`src/rtl/pia_defines.vh`:
```
/*
 * register map, field positions, reset values and port layout of the
 * per-port interrupt aggregator.
 * assumes: included by the aggregator only; apb byte address = 4 * index,
 * where index = port number in bits 13:12 and register offset below.
 */
`ifndef PIA_DEFINES_VH
`define PIA_DEFINES_VH

// ------------------------------------------------------------------
// register indices (byte address = index * 4)
// ------------------------------------------------------------------
`define PIA_IDX_STATUS      12'h01B
`define PIA_IDX_MASK        12'h01F
`define PIA_IDX_OPCTL0      12'h020
`define PIA_PORT_FIRST      2'h1
`define PIA_PORT_LAST       2'h3
`define PIA_ADDR_W          16

// ------------------------------------------------------------------
// register select codes
// ------------------------------------------------------------------
`define PIA_SEL_NONE        2'h0
`define PIA_SEL_STATUS      2'h1
`define PIA_SEL_MASK        2'h2
`define PIA_SEL_OPCTL0      2'h3

// ------------------------------------------------------------------
// fields
// ------------------------------------------------------------------
`define PIA_BIT_PTP         2
`define PIA_BIT_PHY         1
`define PIA_BIT_ACL         0
`define PIA_BIT_LOOP_LOCAL  7
`define PIA_OPCTL0_WMASK    8'hC7

// ------------------------------------------------------------------
// reset values and port layout
// ------------------------------------------------------------------
`define PIA_RST_STATUS      8'h00
`define PIA_RST_MASK        3'h0
`define PIA_RST_OPCTL0      8'h00
`define PIA_PHY_PORT_MAP    3'h3

`endif

```
`src/rtl/pia_port_irq.v`:
```
/*
 * per-port interrupt status/mask aggregator with local mac loopback
 * for a three-port switch, reached over an apb slave.
 * assumes: one 10 mhz clock; event and frame inputs come from logic on
 * the same clock; acl events are one-cycle pulses, ptp/phy are levels.
 */
// Functional notes
// - ports 1 to 3 each own a read-only status and a mask register alike.
// - status bit 2 shows a pending time-stamp irq on integrated-phy ports.
// - status bit 1 shows a pending phy irq on integrated-phy ports only.
// - status bit 0 is set by an acl counter-mode irq, on every port.
// - the acl status bit clears when software toggles mask bit 0.
// - mask bits are active low, 0 enables and 1 suppresses the source.
// - all three mask bits reset to 0.
// - mask bit 2 acts only on integrated-phy ports.
// - mask bit 0 works on every port, the mac port included.
// - control bit 7 turns egress frames around in the mac to the fabric.
// - the local loopback bit resets to 0, normal forwarding.
`timescale 1ns/100ps
`include "pia_defines.vh"

module pia_port_irq (
  CLK,
  RESETN,
  PSEL,
  PENABLE,
  PWRITE,
  PADDR,
  PWDATA,
  PRDATA,
  PREADY,
  PSLVERR,
  PTP_IRQ_IN,
  PHY_IRQ_IN,
  ACL_EVENT,
  FAB_TX_VALID,
  FAB_TX_DATA,
  MAC_RX_VALID,
  MAC_RX_DATA,
  MAC_TX_VALID,
  MAC_TX_DATA,
  FAB_RX_VALID,
  FAB_RX_DATA,
  LOOP_LOCAL,
  PORT_IRQ,
  IRQ
);
  input  wire                   CLK;
  input  wire                   RESETN;
  input  wire                   PSEL;
  input  wire                   PENABLE;
  input  wire                   PWRITE;
  input  wire [`PIA_ADDR_W-1:0] PADDR;
  input  wire [31:0]            PWDATA;
  output wire [31:0]            PRDATA;
  output wire                   PREADY;
  output wire                   PSLVERR;
  input  wire [2:0]             PTP_IRQ_IN;
  input  wire [2:0]             PHY_IRQ_IN;
  input  wire [2:0]             ACL_EVENT;
  input  wire [2:0]             FAB_TX_VALID;
  input  wire [23:0]            FAB_TX_DATA;
  input  wire [2:0]             MAC_RX_VALID;
  input  wire [23:0]            MAC_RX_DATA;
  output wire [2:0]             MAC_TX_VALID;
  output wire [23:0]            MAC_TX_DATA;
  output wire [2:0]             FAB_RX_VALID;
  output wire [23:0]            FAB_RX_DATA;
  output wire [2:0]             LOOP_LOCAL;
  output wire [2:0]             PORT_IRQ;
  output wire                   IRQ;

  // ------------------------------------------------------------------
  // address decode
  // ------------------------------------------------------------------
  // one-hot port select; unaligned or port 0 addresses hit nothing
  function [2:0] port_onehot;
    input [`PIA_ADDR_W-1:0] a;
    begin
      port_onehot = 3'h0;
      if (a[1:0] == 2'h0) begin
        case (a[15:14])
          2'h1:    port_onehot = 3'h1;
          2'h2:    port_onehot = 3'h2;
          2'h3:    port_onehot = 3'h4;
          default: port_onehot = 3'h0;
        endcase
      end
    end
  endfunction

  function [1:0] reg_select;
    input [`PIA_ADDR_W-1:0] a;
    begin
      case (a[13:2])
        `PIA_IDX_STATUS: reg_select = `PIA_SEL_STATUS;
        `PIA_IDX_MASK:   reg_select = `PIA_SEL_MASK;
        `PIA_IDX_OPCTL0: reg_select = `PIA_SEL_OPCTL0;
        default:         reg_select = `PIA_SEL_NONE;
      endcase
    end
  endfunction

  // status byte of one port; the mac port never shows ptp or phy
  function [7:0] status_byte;
    input ptp;
    input phy;
    input acl;
    input phy_port;
    begin
      status_byte = `PIA_RST_STATUS;
      status_byte[`PIA_BIT_PTP] = ptp & phy_port;
      status_byte[`PIA_BIT_PHY] = phy & phy_port;
      status_byte[`PIA_BIT_ACL] = acl;
    end
  endfunction

  // write strobe of one register of one port, in the access cycle
  function wr_strobe;
    input       fire;
    input       port_hit;
    input [1:0] s;
    input [1:0] want;
    begin
      wr_strobe = fire & port_hit & (s == want);
    end
  endfunction

  // ------------------------------------------------------------------
  // state
  // ------------------------------------------------------------------
  reg  [2:0]  mask_q [0:2];
  reg  [2:0]  mask_d [0:2];
  reg  [7:0]  opctl_q [0:2];
  reg  [7:0]  opctl_d [0:2];
  reg  [2:0]  acl_q;
  reg  [2:0]  acl_d;
  reg  [31:0] prdata_q;
  reg  [31:0] prdata_d;
  reg         pready_q;
  reg         pslverr_q;
  reg         pslverr_d;
  reg  [2:0]  port_irq_q;
  reg  [2:0]  port_irq_d;
  reg         irq_q;
  reg  [2:0]  loop_q;
  reg  [2:0]  mac_tx_valid_q;
  reg  [23:0] mac_tx_data_q;
  reg  [2:0]  fab_rx_valid_q;
  reg  [23:0] fab_rx_data_q;
  reg  [7:0]  stat [0:2];
  integer     i_stat;
  integer     i_wr;
  integer     i_irq;
  integer     i_rd;
  integer     i_rst;
  integer     i_reg;
  integer     i_lp;
  integer     i_in;

  wire [2:0]  hit      = port_onehot(PADDR);
  wire [1:0]  sel      = reg_select(PADDR);
  wire        setup    = PSEL & ~PENABLE;
  wire        wr_fire  = PSEL & PENABLE & PWRITE & pready_q;
  wire [2:0]  phy_port = `PIA_PHY_PORT_MAP;

  // ------------------------------------------------------------------
  // status view and register writes
  // ------------------------------------------------------------------
  always @* begin
    for (i_stat = 0; i_stat < 3; i_stat = i_stat + 1) begin
      stat[i_stat] = status_byte(PTP_IRQ_IN[i_stat], PHY_IRQ_IN[i_stat],
                                 acl_q[i_stat], phy_port[i_stat]);
    end
  end

  always @* begin
    for (i_wr = 0; i_wr < 3; i_wr = i_wr + 1) begin
      mask_d[i_wr]  = mask_q[i_wr];
      opctl_d[i_wr] = opctl_q[i_wr];
      acl_d[i_wr]   = acl_q[i_wr];
      if (wr_strobe(wr_fire, hit[i_wr], sel, `PIA_SEL_MASK)) begin
        mask_d[i_wr] = PWDATA[2:0];
        // the status bit is read-only; a toggle of its mask is the clear
        if (PWDATA[`PIA_BIT_ACL] != mask_q[i_wr][`PIA_BIT_ACL]) begin
          acl_d[i_wr] = 1'b0;
        end
      end
      if (wr_strobe(wr_fire, hit[i_wr], sel, `PIA_SEL_OPCTL0)) begin
        opctl_d[i_wr] = PWDATA[7:0] & `PIA_OPCTL0_WMASK;
      end
      // a new event in the clearing cycle is kept
      if (ACL_EVENT[i_wr]) begin
        acl_d[i_wr] = 1'b1;
      end
    end
  end

  // ------------------------------------------------------------------
  // interrupt request per port
  // ------------------------------------------------------------------
  always @* begin
    for (i_irq = 0; i_irq < 3; i_irq = i_irq + 1) begin
      // mac port masks ignore the ptp bit since its status reads 0
      port_irq_d[i_irq] = |(stat[i_irq][2:0] & ~mask_q[i_irq]);
    end
  end

  // ------------------------------------------------------------------
  // apb read path
  // ------------------------------------------------------------------
  always @* begin
    prdata_d  = 32'h0000_0000;
    pslverr_d = 1'b0;
    if (hit == 3'h0 || sel == `PIA_SEL_NONE) begin
      pslverr_d = 1'b1;
    end else begin
      for (i_rd = 0; i_rd < 3; i_rd = i_rd + 1) begin
        if (hit[i_rd]) begin
          case (sel)
            `PIA_SEL_STATUS: prdata_d[7:0] = stat[i_rd];
            `PIA_SEL_MASK:   prdata_d[2:0] = mask_q[i_rd];
            `PIA_SEL_OPCTL0: prdata_d[7:0] = opctl_q[i_rd];
            default:         prdata_d      = 32'h0000_0000;
          endcase
        end
      end
    end
  end

  // ------------------------------------------------------------------
  // registers
  // ------------------------------------------------------------------
  // per-port configuration; only the acl status bit is stored
  always @(posedge CLK) begin
    if (!RESETN) begin
      for (i_rst = 0; i_rst < 3; i_rst = i_rst + 1) begin
        mask_q[i_rst]  <= `PIA_RST_MASK;
        opctl_q[i_rst] <= `PIA_RST_OPCTL0;
      end
      acl_q <= 3'h0;
    end else begin
      for (i_reg = 0; i_reg < 3; i_reg = i_reg + 1) begin
        mask_q[i_reg]  <= mask_d[i_reg];
        opctl_q[i_reg] <= opctl_d[i_reg];
      end
      acl_q <= acl_d;
    end
  end

  // ------------------------------------------------------------------
  // apb answer
  // ------------------------------------------------------------------
  // one access cycle, no wait states; read data is taken at setup
  always @(posedge CLK) begin
    if (!RESETN) begin
      prdata_q  <= 32'h0000_0000;
      pready_q  <= 1'b0;
      pslverr_q <= 1'b0;
    end else begin
      pready_q <= setup;
      if (setup) begin
        prdata_q  <= PWRITE ? 32'h0000_0000 : prdata_d;
        pslverr_q <= pslverr_d;
      end else begin
        pslverr_q <= 1'b0;
      end
    end
  end

  // ------------------------------------------------------------------
  // interrupt outputs
  // ------------------------------------------------------------------
  // irq is built from the same next values so it never lags port_irq
  always @(posedge CLK) begin
    if (!RESETN) begin
      port_irq_q <= 3'h0;
      irq_q      <= 1'b0;
    end else begin
      port_irq_q <= port_irq_d;
      irq_q      <= |port_irq_d;
    end
  end

  // ------------------------------------------------------------------
  // local mac loopback datapath
  // ------------------------------------------------------------------
  // one register stage per direction; egress is held off the wire
  // while looped so no frame is sent twice
  always @(posedge CLK) begin
    if (!RESETN) begin
      loop_q         <= 3'h0;
      mac_tx_valid_q <= 3'h0;
      mac_tx_data_q  <= 24'h00_0000;
    end else begin
      for (i_lp = 0; i_lp < 3; i_lp = i_lp + 1) begin
        loop_q[i_lp] <= opctl_q[i_lp][`PIA_BIT_LOOP_LOCAL];
        if (opctl_q[i_lp][`PIA_BIT_LOOP_LOCAL]) begin
          mac_tx_valid_q[i_lp]       <= 1'b0;
          mac_tx_data_q[i_lp*8 +: 8] <= 8'h00;
        end else begin
          mac_tx_valid_q[i_lp]       <= FAB_TX_VALID[i_lp];
          mac_tx_data_q[i_lp*8 +: 8] <= FAB_TX_DATA[i_lp*8 +: 8];
        end
      end
    end
  end

  // ingress: the mac's own traffic is dropped while the port loops
  always @(posedge CLK) begin
    if (!RESETN) begin
      fab_rx_valid_q <= 3'h0;
      fab_rx_data_q  <= 24'h00_0000;
    end else begin
      for (i_in = 0; i_in < 3; i_in = i_in + 1) begin
        if (opctl_q[i_in][`PIA_BIT_LOOP_LOCAL]) begin
          fab_rx_valid_q[i_in]       <= FAB_TX_VALID[i_in];
          fab_rx_data_q[i_in*8 +: 8] <= FAB_TX_DATA[i_in*8 +: 8];
        end else begin
          fab_rx_valid_q[i_in]       <= MAC_RX_VALID[i_in];
          fab_rx_data_q[i_in*8 +: 8] <= MAC_RX_DATA[i_in*8 +: 8];
        end
      end
    end
  end

  // ------------------------------------------------------------------
  // outputs
  // ------------------------------------------------------------------
  assign PRDATA       = prdata_q;
  assign PREADY       = pready_q;
  assign PSLVERR      = pslverr_q;
  assign PORT_IRQ     = port_irq_q;
  assign IRQ          = irq_q;
  assign LOOP_LOCAL   = loop_q;
  assign MAC_TX_VALID = mac_tx_valid_q;
  assign MAC_TX_DATA  = mac_tx_data_q;
  assign FAB_RX_VALID = fab_rx_valid_q;
  assign FAB_RX_DATA  = fab_rx_data_q;

endmodule // pia_port_irq

```
`config.mk`:
```
export PLATFORM = sky130hd
export DESIGN_NAME = pia_port_irq
export DESIGN_NICKNAME = d
export VERILOG_FILES = /design/src/rtl/pia_port_irq.v
export VERILOG_INCLUDE_DIRS = /design/src /design/src/rtl
export SDC_FILE = /design/constraint.sdc
export NUM_CORES = 1
export LEC_CHECK = 0
export BUFFER_PORTS_ARGS = -buffer_cell sky130_fd_sc_hd__buf_2
export CORE_UTILIZATION = 40
export DETAILED_ROUTE_END_ITERATION = 10
export GPL_TIMING_DRIVEN = 0
export HOLD_SLACK_MARGIN = 0.06
export PLACE_DENSITY = 0.73
export SYNTH_ARGS = -nofsm -noshare
export SYNTH_HDL_FRONTEND = slang
export SYNTH_SLANG_ARGS = --single-unit
```
`constraint.sdc`:
```
create_clock -name CLK -period 2.45 [get_ports CLK]
set_clock_uncertainty 0.15 [all_clocks]
set_input_delay 0.245 -clock CLK [delete_from_list [all_inputs] [get_ports CLK]]
set_output_delay 0.245 -clock CLK [all_outputs]
set_load 0.01 [all_outputs]
```
# After elaboration in Yosys (flattened, before gate mapping)
# Memory sizes are Yosys's and may differ from the RTL's.
# Index checks and enable logic that the tools add are counted.
# totals
n_memories	2
reg_bits	98
inputBits	116
out_inout_bits	95
mem_bits_rw	33
latchBits	0
wordCells	126
mem_bits_ro	0
# op_classes
mux	46
reduce_logical	22
multipliers	0
n_eq_ne	12
order_cmp	0
n_addsub	0
n_bitwise	27
n_shift	0
div	0
# memory_table
name	words	width	read_ports	rd_ports_with_merged_regs	write_ports	line_no	text
opctl_q	3	8	3	0	3	pia_port_irq.v:134	reg [7:0] opctl_q [0:2];
mask_q	3	3	3	0	3	pia_port_irq.v:132	reg [2:0] mask_q [0:2];
# op_table
operator	count
$mux W32	4
$mux W8	10
$mux W24	2
$pmux W3 S3	4
$eq A12 B5 Y1 const B	2
$mux W3	7
$pmux W5 S2	2
$mux W1	15
$and A1 B1 Y1	13
$eq A12 B6 Y1 const B	1
$reduce_bool A2 Y1	6
$reduce_or A3 Y1	4
$not A3 Y3	3
$reduce_or A9 Y1	1
$eq A2 B2 Y1 const B	4
$reduce_and A2 Y1	4
$and A3 B3 Y3	2
$or A1 B1 Y1	6
$pmux W2 S3	1
$reduce_or A2 Y1	3
$mux W5	1
$eq A2 B1 Y1 const B	2
$logic_not A2 Y1	2
$and A1 B3 Y3	1
4 further kinds	7

# Logic depth before layout (Yosys ltp)
# logic_depth
ltp_word	11
depth_mapped	6
mapped_depth_nobuf	5

# Least setup slack after synthesis
# No wires, ideal clock.
# synth_timing
path_kind	input to register
start	input PADDR[3]
end	register prdata_q[6], in the netlist PRDATA[6]
required_time_ns	2.241
t_arrival_ns	1.812
stages	6
setup_ns	0.059
slack_ns	0.428
cell_sequence	or4_4 nor4_4 buf_6 nand3b_1 o31ai_1 and2_1
# synth_between
elab_chain_len	11
# synth_lines
element	line_no	text
start: declaration	pia_port_irq.v:53	input wire [`PIA_ADDR_W-1:0] PADDR;
$eq A12 B6 Y1 / $eq A12 B5 Y1 (equally long branches)	pia_port_irq.v:95	case (a[13:2])
$pmux W2 S3 (*)	pia_port_irq.v:95	
$eq A2 B2 Y1	pia_port_irq.v:220	case (sel)
$mux W5	pia_port_irq.v:220	
$mux W8	pia_port_irq.v:219	if (hit[i_rd]) begin
$pmux W5 S2	pia_port_irq.v:220	
$mux W32	pia_port_irq.v:219	
$pmux W5 S2	pia_port_irq.v:220	
$mux W32	pia_port_irq.v:219	
$mux W32 (*)	pia_port_irq.v:215	if (hit == 3'h0 || sel == `PIA_SEL_NONE) begin
$mux W32 (*)	pia_port_irq.v:263	prdata_q <= PWRITE ? 32'h0000_0000 : prdata_d;
end signal: assignment	pia_port_irq.v:263	
end: declaration	pia_port_irq.v:138	reg [31:0] prdata_q;
# Mark *: on every way between the ends. The rest lies on a longest branch, timed or not.
# A chain may end at the register's enable or synchronous reset.

==> insert_results.sql <==
INSERT INTO impl_metrics (metric_group, metric, value, unit) VALUES
('synthesis', 'post_synth.cell_area_avg', '10.1', 'sq um'),
('power', 'power.share.switching', '25.5', '%'),
('detailed_routing', 'post-route-drc-count', '0', ''),
('detailed_routing', 'avgViaCountPerCell', '4.61', ''),
('worst_setup_path', 'endpoint', 'opctl_q[0][2]$_SDFFE_PN0P_', ''),
('clocking', 'cts_tree', 'yes', ''),
('cells_and_area', 'multiInputGateArea', '0.00183', 'sq mm'),
('floorplan', 'die_boundary_height', '101', 'um'),
('outcome', 'status', 'finished clean', ''),
('cells_and_area', 'layout_commonest_cell', 'sky130_fd_sc_hd__buf_2', ''),
('cells_and_area', 'final.fill_count', '780', ''),
('worst_setup_path', 'critical_path.max_stage_delay', '0.59', 'ns'),
('clocking', 'cts_sinks', '95', ''),
('sta', 'timing_hold_violations_final', '0', ''),
('synthesis', 'synth.ff_latch_count', '95', ''),
('cells_and_area', 'seq_area', '0.00190', 'sq mm'),
('power', 'intPower', '2.36', 'mW'),
('worst_setup_path', 'timing_worst_setup_path_type', 'in -> reg', ''),
('global_route', 'first_pass_grt_wire_length', '17400', 'um'),
('global_route', 'antenna_violations_before_repair', '0', ''),
('floorplan', 'core_area', '0.00933', 'sq mm'),
('worst_setup_path', 'reg2reg_start', 'PREADY$_SDFF_PN0_', ''),
('detailed_routing', 'drtPass1Iterations', '4', ''),
('sta', 'worst-slew-pin-transition', '0.695', 'ns'),
('worst_setup_path', 'worst-r2r-cell-count', '5', ''),
('worst_setup_path', 'endpoint_kind', 'register', ''),
('sta', 'fin_crit_sh', '91.8', '%'),
('worst_setup_path', 'critical-path-top-delay-family', 'simple AND/OR/NAND/NOR gates', ''),
('cells_and_area', 'flow.area_growth_from_synthesis', '48.1', '%'),
('min_path', 'hp-class', 'in -> reg', ''),
('power', 'power.combinational.fraction', '13.8', '%'),
('floorplan', 'floorplan.die.width', '101', 'um'),
('global_route', 'maximum_number_of_pins_on_one_net_before_global_route_repair', '18', ''),
('synthesis', 'synth-async-reset-ratio', '0', '%'),
('worst_setup_path', 'critPathRequiredTime', '2.56', 'ns'),
('detailed_routing', 'drt.antenna.violating_nets', '0', ''),
('worst_setup_path', 'reg2reg_to', 'opctl_q[0][2]$_SDFFE_PN0P_', ''),
('power', 'vdd_drop_max', '0.321', 'mV'),
('synthesis', 'ys_seq_area_share', '48.7', '%'),
('synthesis', 'synth_top_family_by_area', 'simple AND/OR/NAND/NOR gates', ''),
('placed_design', 'place_hpwl', '7440', 'um'),
('clocking', 'post_cts_hold_buffer_count', '64', ''),
('sta', 'totalNegativeSetupSlack', '0', 'ns'),
('power', 'power_frac_clock', '35.0', '%'),
('clocking', 'later_pin_clock_latency_in_the_skew_report', '0.36', 'ns'),
('worst_setup_path', 'critical_path_cell_count', '7', ''),
('placed_design', 'place.port_buffers', '153', ''),
('synthesis', 'yosys_warnings', '0', ''),
('cells_and_area', 'antenna_cells_inserted', '0', ''),
('synthesis', 'synth_simple_gate_area_share', '23.5', '%'),
('clocking', 'clk_root_buffer_cell', 'sky130_fd_sc_hd__clkbuf_8', ''),
('sta', 'setup-violations-final', '0', ''),
('worst_setup_path', 'critical_path.slowest_cell', 'sky130_fd_sc_hd__nor4b_1', ''),
('detailed_routing', 'drt-wirelength-per-cell', '14.5', 'um'),
('detailed_routing', 'routed-via-count', '3561', ''),
('sta', 'max_freq', '0.445', 'GHz'),
('power', 'seq_power_share', '51.2', '%'),
('floorplan', 'boundaryPins', '211', ''),
('detailed_routing', 'drtIter0Drc', '190', ''),
('worst_setup_path', 'critPathLaunch', 'PSEL', ''),
('placed_design', 'place_congestion', '0.866', ''),
('synthesis', 'synth-xor-area-share', '0.673', '%'),
('clocking', 'clock_tree.htree_level_count', '3', ''),
('synthesis', 'synth_mux_area_share', '12.2', '%'),
('global_route', 'grt_util_all_layers', '22.3', '%'),
('global_route', 'first_global_vias', '3641', ''),
('synthesis', 'synthCells', '385', ''),
('synthesis', 'yosysUniqueCellTypes', '40', ''),
('worst_setup_path', 'critPathMaxFanout', '5', ''),
('sta', 'min_cycle_time_layout', '2.25', 'ns'),
('flow_run', 'maxCapViolCount', '0', '');
-- cell type report --
cell class	count	share of cell area (%)
Clock buffer	10	2.38
Clock inverter	6	1.30
Inverter	2	0.130
Buffer	41	4.61
Sequential cell	95	32.9
Timing Repair Buffer	217	24.3
Multi-Input combinational cell	273	31.6
Tap cell	129	2.79
-- logic make-up after synthesis --
family | count (synthesis)
and+or+nand+nor | 154
DFF | 95
buffers and inverters | 43
muxes | 47
AOI/OAI and AO/OA | 42
other | 1
xor gates and xnor gates | 3
-- flip-flops by register name, indices dropped and copies added, names as in the netlist --
signal	cells
MAC_TX_VALID	3
PRDATA	5
FAB_RX_VALID	3
acl_q	3
FAB_RX_DATA	24
IRQ	1
MAC_TX_DATA	24
opctl_q	15
LOOP_LOCAL	3
mask_q	9
PREADY	1
PSLVERR	1
PORT_IRQ	3
-- power groups by stage --
| stage | clock, mW | sequential, mW | combinational [mW] |
|---|---|---|---|
| 3_3_place_gp | 0 | 1.65 | 0.343 |
| 4_1_cts | 1.12 | 1.61 | 0.428 |
| 6_report | 1.11 | 1.62 | 0.436 |
| 2_1_floorplan | 0 | 1.68 | 0.154 |
| 5_1_grt | 1.19 | 1.62 | 0.476 |
| 3_5_place_dp | 0 | 1.65 | 0.347 |
-- tightest hold or removal path: stages --
cell	delay, ns
sky130_fd_sc_hd__buf_2	0.16
sky130_fd_sc_hd__nand3_1	0.07
sky130_fd_sc_hd__a21boi_0	0.07
-- how the worst min path moves through the flow --
stage	to	slack, ns
floorplan	MAC_TX_DATA[0]$_SDFF_PP0_	0.22
global placement	opctl_q[0][0]$_SDFFE_PN0P_	0.30
detailed placement	opctl_q[0][10]$_SDFFE_PN0P_	0.31
CTS	opctl_q[0][17]$_SDFFE_PN0P_	0.07
global route	opctl_q[0][9]$_SDFFE_PN0P_	0.1
finish	opctl_q[0][9]$_SDFFE_PN0P_	0.08
-- routing by layer --
| metal | track usage (%) | vias up | wire length (um) |
|---|---|---|---|
| met5 | 0 | - | 0 |
| met4 | 8.58 | 0 | 282 |
| met3 | 5.89 | 25 | 855 |
| met2 | 41.3 | 157 | 5650 |
| met1 | 24.3 | 1612 | 4410 |
| li1 | - | 1767 | - |
-- synthesized netlist by cell type (all sizes together) (3+ instances only) --
| cell | n | area (sq um) |
|---|---|---|
| nand2 | 17 | 63.8 |
| nand3 | 19 | 95.1 |
| nor2b | 49 | 307 |
| a211oi | 3 | 22.5 |
| mux2i | 41 | 410 |
| o21ai | 7 | 35.0 |
| o31a | 4 | 35.0 |
| buf | 32 | 233 |
| clkbuf | 9 | 33.8 |
| a221oi | 4 | 35.0 |
| a31oi | 3 | 18.8 |
| mux2 | 6 | 67.6 |
| nor4 | 4 | 55.1 |
| and2 | 33 | 206 |
| dfxtp | 95 | 1900 |
| nor3 | 4 | 20.0 |
| xnor2 | 3 | 26.3 |
| a21o | 4 | 30.0 |
| nand2b | 3 | 18.8 |
| nor2 | 12 | 45.0 |
| a21boi | 11 | 82.6 |
-- stage by stage --
| stage | hold slack (ns) | utilization [%] | instance area (sq um) | setup WS (ns) | cells |
|---|---|---|---|---|---|
| finish | 0.0793 | 62.0 | 5780 | 0.202 | 773 |
| CTS | 0.0733 | 62.0 | 5780 | 0.221 | 773 |
| global route | 0.0960 | 62.0 | 5780 | 0.0447 | 773 |
| detailed placement | 0.309 | 52.9 | 4930 | 0.0778 | 693 |
| floorplan | 0.217 | - | 4000 | 0.428 | 411 |
| global placement | 0.301 | 52.9 | 4930 | 0.0800 | 693 |
Power figures use the tool's default switching activity.
